## config.mk

```make
export PLATFORM = sky130hd
export DESIGN_NAME = converter_ctrl_status_ctrl
export DESIGN_NICKNAME = d
export VERILOG_FILES = /design/src/inc/converter_ctrl_status_pkg.sv /design/src/core/converter_ctrl_status_ctrl.sv
export SDC_FILE = /design/constraint.sdc
export NUM_CORES = 1
export LEC_CHECK = 0
export BUFFER_PORTS_ARGS = -buffer_cell sky130_fd_sc_hd__clkbuf_2
export CAP_MARGIN = 10
export CORE_ASPECT_RATIO = 2
export CORE_UTILIZATION = 52
export CTS_CLUSTER_SIZE = 14
export DETAILED_ROUTE_END_ITERATION = 6
export GPL_TIMING_DRIVEN = 0
export PLACE_DENSITY = 0.79
export SETUP_SLACK_MARGIN = 0.4
export SLEW_MARGIN = 20
export SYNTH_ARGS = -nofsm -noshare
export SYNTH_HDL_FRONTEND = slang
export SYNTH_SLANG_ARGS = --single-unit
```

## constraint.sdc

```tcl
create_clock -name clock -period 2.5 [get_ports clock]
set_input_delay 0.5 -clock clock [delete_from_list [all_inputs] [get_ports clock]]
set_output_delay 0.5 -clock clock [all_outputs]
set_load 0.02 [all_outputs]
```

## src/inc/converter_ctrl_status_pkg.sv

```systemverilog
// constants and types for the converter control block
package converter_ctrl_status_pkg;
	localparam logic [15:0] CONVERTER_CTRL_STATUS_RESULT_A_UPPER = 16'hFFE0;
	localparam logic [15:0] CONVERTER_CTRL_STATUS_RESULT_A_LOWER = 16'hFFE1;
	localparam logic [15:0] CONVERTER_CTRL_STATUS_RESULT_B_UPPER = 16'hFFE2;
	localparam logic [15:0] CONVERTER_CTRL_STATUS_RESULT_B_LOWER = 16'hFFE3;
	localparam logic [15:0] CONVERTER_CTRL_STATUS_RESULT_C_UPPER = 16'hFFE4;
	localparam logic [15:0] CONVERTER_CTRL_STATUS_RESULT_C_LOWER = 16'hFFE5;
	localparam logic [15:0] CONVERTER_CTRL_STATUS_RESULT_D_UPPER = 16'hFFE6;
	localparam logic [15:0] CONVERTER_CTRL_STATUS_RESULT_D_LOWER = 16'hFFE7;
	localparam logic [15:0] CONVERTER_CTRL_STATUS_CTRL_STATUS = 16'hFFE8;
	localparam logic [7:0] CONVERTER_CTRL_STATUS_CTRL_RESET = 8'h00;
	localparam logic [15:0] CONVERTER_CTRL_STATUS_RESULT_RESET = 16'h0000;
	localparam int CONVERTER_CTRL_STATUS_BIT_END = 7;
	localparam int CONVERTER_CTRL_STATUS_BIT_IRQ_EN = 6;
	localparam int CONVERTER_CTRL_STATUS_BIT_RUN = 5;
	localparam int CONVERTER_CTRL_STATUS_BIT_SCAN = 4;
	localparam int CONVERTER_CTRL_STATUS_BIT_SPEED = 3;
	localparam int CONVERTER_CTRL_STATUS_RES_BITS = 10;
	// conversion length in system clock states
	localparam logic [8:0] CONVERTER_CTRL_STATUS_STATES_SLOW = 9'h112;
	localparam logic [8:0] CONVERTER_CTRL_STATUS_STATES_FAST = 9'h08A;
	// fast setting at 10 MHz: 138 states of 100 ns give 13.8 us
	localparam int CONVERTER_CTRL_STATUS_FAST_TIME_NS = 13800;
	localparam int CONVERTER_CTRL_STATUS_REF_CLK_MHZ = 10;
	localparam int CONVERTER_CTRL_STATUS_FAST_CYCLES = CONVERTER_CTRL_STATUS_FAST_TIME_NS * CONVERTER_CTRL_STATUS_REF_CLK_MHZ / 1000;

	typedef enum logic [1:0] {
		CONVERTER_CTRL_STATUS_IDLE = 2'b00,
		CONVERTER_CTRL_STATUS_SAMPLE = 2'b01,
		CONVERTER_CTRL_STATUS_STEP = 2'b10,
		CONVERTER_CTRL_STATUS_DONE = 2'b11
	} converter_ctrl_status_state_type;

	typedef struct packed {
		logic rd;
		logic wr;
		logic [15:0] addr;
		logic [7:0] wdata;
	} converter_ctrl_status_bus_type;

	typedef struct packed {
		logic end_flag;
		logic irq_en;
		logic run;
		logic scan;
		logic speed;
		logic [2:0] sel;
	} converter_ctrl_status_ctrl_type;
endpackage

```

## src/core/converter_ctrl_status_ctrl.sv

```systemverilog
// control, sequencer and result registers of the 10-bit converter
`timescale 1ns/1ps
module converter_ctrl_status_ctrl
	import converter_ctrl_status_pkg::*;
#(
	parameter int RES_BITS = CONVERTER_CTRL_STATUS_RES_BITS
) (
	input wire logic clock,
	input wire logic rst,
	input wire logic standby,
	input wire converter_ctrl_status_bus_type bus,
	input wire logic xfer_ack,
	input wire logic cmp_above,
	output logic [7:0] rdata,
	output logic [2:0] mux_sel,
	output logic [RES_BITS-1:0] dac_code,
	output logic sample_hold,
	output logic conv_done_irq
);
	converter_ctrl_status_ctrl_type ctrl_r;
	converter_ctrl_status_state_type state_r;
	logic [15:0] result_r [4];
	logic [7:0] temp_r;
	logic [7:0] rdata_r;
	logic [8:0] cnt_r;
	logic [3:0] step_r;
	logic [RES_BITS-1:0] sar_r;
	logic [1:0] scan_idx_r;
	logic irq_r;
	logic [2:0] mux_sel_r;
	logic [RES_BITS-1:0] dac_code_r;
	logic sample_hold_r;

	// per-step time base: total states spread over sample plus ten decisions
	function automatic logic [8:0] step_len(input logic fast);
		step_len = fast ? CONVERTER_CTRL_STATUS_STATES_FAST / 9'd11 : CONVERTER_CTRL_STATUS_STATES_SLOW / 9'd11;
	endfunction

	function automatic logic [15:0] pack_result(input logic [RES_BITS-1:0] r);
		pack_result = {r[9:2], r[1:0], 6'h00};
	endfunction

	wire clr = rst | standby;
	wire [15:0] a = bus.addr;
	wire sel_ctrl = a == CONVERTER_CTRL_STATUS_CTRL_STATUS;
	wire sel_res = a[15:3] == CONVERTER_CTRL_STATUS_RESULT_A_UPPER[15:3];
	wire [1:0] res_idx = a[2:1];
	wire res_lower = a[0];
	wire wr_ctrl = bus.wr & sel_ctrl;
	wire rd_upper = bus.rd & sel_res & ~res_lower;
	wire [1:0] group_base = 2'b00;
	// channel in scan: group bit plus index; in single: selected channel
	wire [2:0] chan = ctrl_r.scan ? {ctrl_r.sel[2], scan_idx_r} : ctrl_r.sel;
	wire [1:0] reg_idx = chan[1:0];
	wire last_in_scan = scan_idx_r == ctrl_r.sel[1:0];
	wire [8:0] slen = step_len(ctrl_r.speed);
	wire tick = cnt_r == slen - 9'd1;
	wire [RES_BITS-1:0] trial = sar_r | (10'h200 >> step_r);
	wire [RES_BITS-1:0] decided = cmp_above ? trial : sar_r;
	wire finishing = state_r == CONVERTER_CTRL_STATUS_STEP && tick && step_r == 4'd9;
	wire cycle_end = finishing && (!ctrl_r.scan || last_in_scan);
	// write of zero clears the end flag, hardware set wins
	wire end_clr = (wr_ctrl & ~bus.wdata[CONVERTER_CTRL_STATUS_BIT_END]) | xfer_ack;
	wire end_nxt = cycle_end | (ctrl_r.end_flag & ~end_clr);
	wire run_nxt = (cycle_end & ~ctrl_r.scan) ? 1'b0 :
		wr_ctrl ? bus.wdata[CONVERTER_CTRL_STATUS_BIT_RUN] : ctrl_r.run;

	wire [7:0] ctrl_rd = {ctrl_r.end_flag, ctrl_r.irq_en, ctrl_r.run, ctrl_r.scan,
		ctrl_r.speed, ctrl_r.sel};
	wire [15:0] cur_res = result_r[res_idx];
	wire [7:0] rd_nxt = sel_ctrl ? ctrl_rd :
		!sel_res ? 8'h00 :
		res_lower ? temp_r : cur_res[15:8];

	always_ff @(posedge clock) begin
		if (clr) begin
			ctrl_r <= converter_ctrl_status_ctrl_type'(CONVERTER_CTRL_STATUS_CTRL_RESET);
		end else begin
			ctrl_r.end_flag <= end_nxt;
			ctrl_r.run <= run_nxt;
			if (wr_ctrl) begin
				ctrl_r.irq_en <= bus.wdata[CONVERTER_CTRL_STATUS_BIT_IRQ_EN];
				ctrl_r.scan <= bus.wdata[CONVERTER_CTRL_STATUS_BIT_SCAN];
				ctrl_r.speed <= bus.wdata[CONVERTER_CTRL_STATUS_BIT_SPEED];
				ctrl_r.sel <= bus.wdata[2:0];
			end
		end
	end

	always_ff @(posedge clock) begin
		if (clr) begin
			temp_r <= 8'h00;
			rdata_r <= 8'h00;
		end else begin
			rdata_r <= bus.rd ? rd_nxt : 8'h00;
			if (rd_upper) begin
				temp_r <= cur_res[7:0];
			end
		end
	end

	// result registers are never bus-written
	always_ff @(posedge clock) begin
		if (clr) begin
			for (int i = 0; i < 4; i++) begin
				result_r[i] <= CONVERTER_CTRL_STATUS_RESULT_RESET;
			end
		end else if (finishing) begin
			result_r[reg_idx] <= pack_result(decided);
		end
	end

	always_ff @(posedge clock) begin
		if (clr) begin
			state_r <= CONVERTER_CTRL_STATUS_IDLE;
			cnt_r <= 9'h000;
			step_r <= 4'h0;
			sar_r <= 10'h000;
			scan_idx_r <= 2'b00;
		end else begin
			cnt_r <= (state_r == CONVERTER_CTRL_STATUS_IDLE || tick) ? 9'h000 : cnt_r + 9'd1;
			case (state_r)
				CONVERTER_CTRL_STATUS_IDLE: begin
					scan_idx_r <= group_base;
					if (ctrl_r.run) begin
						state_r <= CONVERTER_CTRL_STATUS_SAMPLE;
					end
				end
				CONVERTER_CTRL_STATUS_SAMPLE: begin
					sar_r <= 10'h000;
					step_r <= 4'h0;
					if (!ctrl_r.run) begin
						state_r <= CONVERTER_CTRL_STATUS_IDLE;
					end else if (tick) begin
						state_r <= CONVERTER_CTRL_STATUS_STEP;
					end
				end
				CONVERTER_CTRL_STATUS_STEP: begin
					if (!ctrl_r.run) begin
						state_r <= CONVERTER_CTRL_STATUS_IDLE;
					end else if (tick) begin
						sar_r <= decided;
						step_r <= step_r + 4'd1;
						if (step_r == 4'd9) begin
							state_r <= CONVERTER_CTRL_STATUS_DONE;
						end
					end
				end
				CONVERTER_CTRL_STATUS_DONE: begin
					scan_idx_r <= last_in_scan ? 2'b00 : scan_idx_r + 2'd1;
					state_r <= (ctrl_r.run && ctrl_r.scan) ? CONVERTER_CTRL_STATUS_SAMPLE : CONVERTER_CTRL_STATUS_IDLE;
				end
				default: begin
					state_r <= CONVERTER_CTRL_STATUS_IDLE;
				end
			endcase
		end
	end

	always_ff @(posedge clock) begin
		if (clr) begin
			irq_r <= 1'b0;
			mux_sel_r <= 3'h0;
			dac_code_r <= '0;
			sample_hold_r <= 1'b0;
		end else begin
			irq_r <= end_nxt & ctrl_r.irq_en;
			// one cycle of lag is harmless: trial and channel hold for a whole step
			mux_sel_r <= chan;
			dac_code_r <= trial;
			sample_hold_r <= state_r == CONVERTER_CTRL_STATUS_SAMPLE;
		end
	end

	assign rdata = rdata_r;
	assign conv_done_irq = irq_r;
	assign mux_sel = mux_sel_r;
	assign dac_code = dac_code_r;
	assign sample_hold = sample_hold_r;
endmodule

```

==> flow_results.org <==
** Status
- Result of the run :: finished, final reports clean

** Floorplan
- Number of top-level pins :: 54
- Core box area :: 7940 sq um
- Die width :: 65.9 um
- Die height :: 130 um
- In this run the core area contains 46 standard-cell rows.
- For this configuration, the core starts out at a cell density of 53.4%.
- The floorplan step defined a die boundary enclosing 8550 sq um.

** STA
- After layout, the minimum clock period comes to 2.08 ns.
- The count of endpoints failing hold in the final timing report came to 0.
- For the final database, setup skew stands at 0.00743 ns.
- The worst pin sits at a relative slew slack of 25.8%.
- Unrepaired setup endpoints after global routing :: true
- For this run, the top clock speed supported by timing is 480 MHz.
- Period utilization :: 83.3%
- Max Slew Vio Count :: 0
- Setup violations remaining at the end of the flow were counted as 0.
- At the pin with the least slew margin, the transition time is 1.11 ns.

** Synthesis
- The Yosys step of the flow raised 0 warnings.
- Number of instances in the synthesized netlist :: 390
- Averaged over all synthesized cells, the footprint is 10.9 sq um.
- Distinct cell type count of the synthesized netlist :: 51
- Proportion of synthesized flip-flops having asynchronous set or reset :: 0%
- Ranked by total cell area, the synthesized netlist is headed by sky130_fd_sc_hd__dfxtp_1 28%, sky130_fd_sc_hd__edfxtp_1 28%, sky130_fd_sc_hd__nor2_1 7.2%, sky130_fd_sc_hd__mux4_2 5.3%, sky130_fd_sc_hd__a21oi_1 3.5%.
- Number of storage elements in the synthesis netlist :: 100
- The synthesized design spends more area on one cell type than any other, namely sky130_fd_sc_hd__dfxtp_1.
- Of the post-synthesis cell area, the dominant cell type holds 28.3%.
- Syn_nets :: 432
- Post-synthesis instance area :: 4240 sq um
- Dominant register cell in the synthesized netlist :: sky130_fd_sc_hd__dfxtp_1
- Register area share after synthesis :: 56.6%
- In this run, synthesis inferred 40 flip-flops with an integrated enable.

** Clock network
- Reg clk slew, reported paths :: 0.07 ns
- The clock reaches the later pin of the worst-skew pair after 0.35 ns.
- CTS Sinks :: 100
- The root buffer cell chosen for the clock tree is sky130_fd_sc_hd__clkbuf_16.
- TritonCTS built the clock tree.
- The H-tree was split into 3 levels.
- CTS Buffer Depth :: 2
- Num CTS Buffers :: 9

** Min path
- HP Class :: primary input to register

** Power
- Power density over cell area :: 651 nW/um^2
- Worst VDD drop :: 0.478 mV
- Power comes to 3.33 mW.
- Reported leakage power :: 1.92 nW

** GRT
- Global routing usage on met2 :: 43.7%
- Entering global routing, the biggest net connects 17 pins.
- After global routing, the most crowded layer is met2.
- Number of antenna violations at the first check in global routing :: 0
- The first global-routing pass estimated 15.1 mm of wire.
- Global routing consumed, over all layers together, 24.5% of the routing resources.
- Remaining Overflow, GRT :: 0
- Met3 routing resource usage after global routing :: 3.58%
- Vias in the first global route :: 3118
- Global routing used 24.2% of the available met1 tracks.

** Setup path
- Critical path startpoint category :: register
- Critical path fanouts, max :: 10
- Type of the worst setup path :: register to register
- Critical path arrival :: 2.29 ns
- CP required :: 2.70 ns
- Crit. End Element :: register
- In this design, the stage delay of the slowest critical-path cell is 0.45 ns.
- Cells along the critical path :: inv_1 > ha_1 > o2111ai_4 > or3_1 > or2_1 > buf_6 > nor2_2
- The slowest stage of the critical path belongs to the cell sky130_fd_sc_hd__or3_1.
- The critical path contains buffers and inverters numbering 2 combined.
- Cell type group with the largest total delay on the critical path :: simple AND/OR/NAND/NOR gates

** Finish
- Multi-input logic area :: 1830 sq um
- Compared with the post-synthesis result, the final layout area differs by 20.6%.
- Summing all flip-flop and latch instances after layout gives 2400 sq um.
- Share of final-layout standard cells stronger than drive strength 1 :: 26.2%
- Cells fill 64.4% of the core in the end.
- Antenna fix cells :: 0
- Counting the fill cells in the layout gives 605.
- At the end of the flow, the number of nets in the layout was 502.
- In the layout the commonest cells are 81 x sky130_fd_sc_hd__nor2_1, 60 x sky130_fd_sc_hd__dfxtp_1, 55 x sky130_fd_sc_hd__clkbuf_2, 40 x sky130_fd_sc_hd__edfxtp_1, 30 x sky130_fd_sc_hd__a21oi_1.
- With fillers left out, the area of the finished cells amounts to 5120 sq um.
- Commonest non-fill, non-tap cell in the layout :: sky130_fd_sc_hd__nor2_1

** Detailed routing
- DRC violation count after routing :: 0
- Final wirelength :: 9.86 mm
- Once detail routing completed, the nets flagged for antenna violations numbered 0.
- Avg WL per Cell :: 17.6 um
- Detailed-route via count :: 3210
- After detailed routing, the number of vias per cell comes to 5.72.
- Pre-Repair DR Iteration Count :: 5
- Number of DRC markers after the initial detailed-route iteration :: 219

** Placed design
- GP Congestion :: 0.870
- Dpl hpwl :: 7.06 mm
- In this run the tool buffered the top-level ports with 53 buffer cells.
- Placed cell areas :: 4630 sq um

** Run
- The tool flagged a number of max-cap violations equal to 0.
## cell usage after synthesis, types with 2 or more instances
master / instances
sky130_fd_sc_hd__nor2_1: 81
sky130_fd_sc_hd__dfxtp_1: 60
sky130_fd_sc_hd__edfxtp_1: 40
sky130_fd_sc_hd__a21oi_1: 30
sky130_fd_sc_hd__nor3_1: 13
sky130_fd_sc_hd__mux2i_1: 12
sky130_fd_sc_hd__nand2_1: 12
sky130_fd_sc_hd__ha_1: 11
sky130_fd_sc_hd__clkbuf_1: 10
sky130_fd_sc_hd__mux4_2: 10
sky130_fd_sc_hd__nor2_2: 10
sky130_fd_sc_hd__inv_1: 8
sky130_fd_sc_hd__xor2_1: 8
sky130_fd_sc_hd__nand3_1: 7
sky130_fd_sc_hd__o21ai_0: 7
sky130_fd_sc_hd__a22oi_1: 6
sky130_fd_sc_hd__a31oi_1: 6
sky130_fd_sc_hd__and2_1: 5
sky130_fd_sc_hd__nand4_1: 5
sky130_fd_sc_hd__nand2b_1: 4
sky130_fd_sc_hd__buf_2: 3
sky130_fd_sc_hd__nor4_1: 3
sky130_fd_sc_hd__o31ai_1: 3
sky130_fd_sc_hd__or3_1: 3
sky130_fd_sc_hd__a21o_1: 2
sky130_fd_sc_hd__and3_1: 2
sky130_fd_sc_hd__buf_1: 2
sky130_fd_sc_hd__nand4b_1: 2
sky130_fd_sc_hd__or2_2: 2
sky130_fd_sc_hd__xnor2_1: 2
## routing by layer
layer / vias up / share of wire (%)
met3: 27 / 3.6
met4: 0 / 5.0
met1: 1554 / 35
li1: 1527 / -
met2: 102 / 56
met5: - / 0
## worst paths after layout
path	end	slack (ns)	startpoint	depth (start not counted)
hold / removal	ctrl_r[3]$_SDFFE_PP0N_	0.39	bus[3]	3
setup reg to reg	result_r[1][9]$_SDFFCE_PN0P_	0.42	state_r[0]$_SDFFE_PP0P_	7
hold reg to reg	cnt_r[0]$_SDFF_PP0_	0.48	cnt_r[0]$_SDFF_PP0_	1
setup / recovery	result_r[1][9]$_SDFFCE_PN0P_	0.42	state_r[0]$_SDFFE_PP0P_	7
## area by class of cell
| type | instances | share of cell area (%) |
|---|---|---|
| sequential | 100 | 46.9 |
| multi-input combinational | 267 | 35.8 |
| timing repair buffer | 58 | 6.40 |
| clock buffer | 9 | 4.40 |
| tap | 96 | 2.35 |
| clock inverter | 7 | 1.78 |
| buffer | 16 | 1.78 |
| inverter | 8 | 0.587 |
## worst min-delay path, cell delays in order
cell and delay [ns]:
sky130_fd_sc_hd__clkbuf_2 0.08, sky130_fd_sc_hd__mux2i_1 0.05, sky130_fd_sc_hd__nor2_1 0.07
## cell families (layout without fill, tap and decap cells)
logic type,after synthesis,after routing,share of synthesized area (%)
and+or+nand+nor,162,163,18.9
xor gates and xnor gates,10,10,2.06
DFF,100,100,56.6
AOI/OAI and AO/OA,60,60,8.43
buffers and inverters,24,98,2.39
muxes,23,23,8.40
adders and majority gates,11,11,3.24
## repair_timing
action                     in CTS  in global routing
pin swaps                       3                  2
hold buffers                    0                  0
gates cloned                    1                  0
setup buffers                   2                  3
setup endpoints to repair      68                 64
gates resized for setup        14                 13
## registers in the layout (all words and copies together), names as in the netlist
name	flops
sar_r	10
dac_code	10
result_r	40
state_r	2
step_r	4
scan_idx_r	2
rdata	8
conv_done_irq	1
temp_r	2
ctrl_r	8
cnt_r	9
mux_sel	3
sample_hold	1
## stage by stage
stage	instances	hold WS, ns	setup TNS [ns]	setup WS (ns)
2_1_floorplan	390	0.441	0	0.404
3_3_place_gp	539	0.465	-2.54	-0.112
3_5_place_dp	539	0.473	-3.74	-0.115
4_1_cts	558	0.388	0	0.400
5_1_grt	561	0.397	0	0.322
6_report	561	0.389	0	0.417
## where the power goes
part	total, mW	internal (mW)	switching [mW]	leakage [nW]
Combinational	0.131	0.0586	0.0723	0.856
Clock	1.47	0.871	0.600	0.148
Sequential	1.73	1.72	0.00830	0.921
Power figures use the tool's default switching activity.
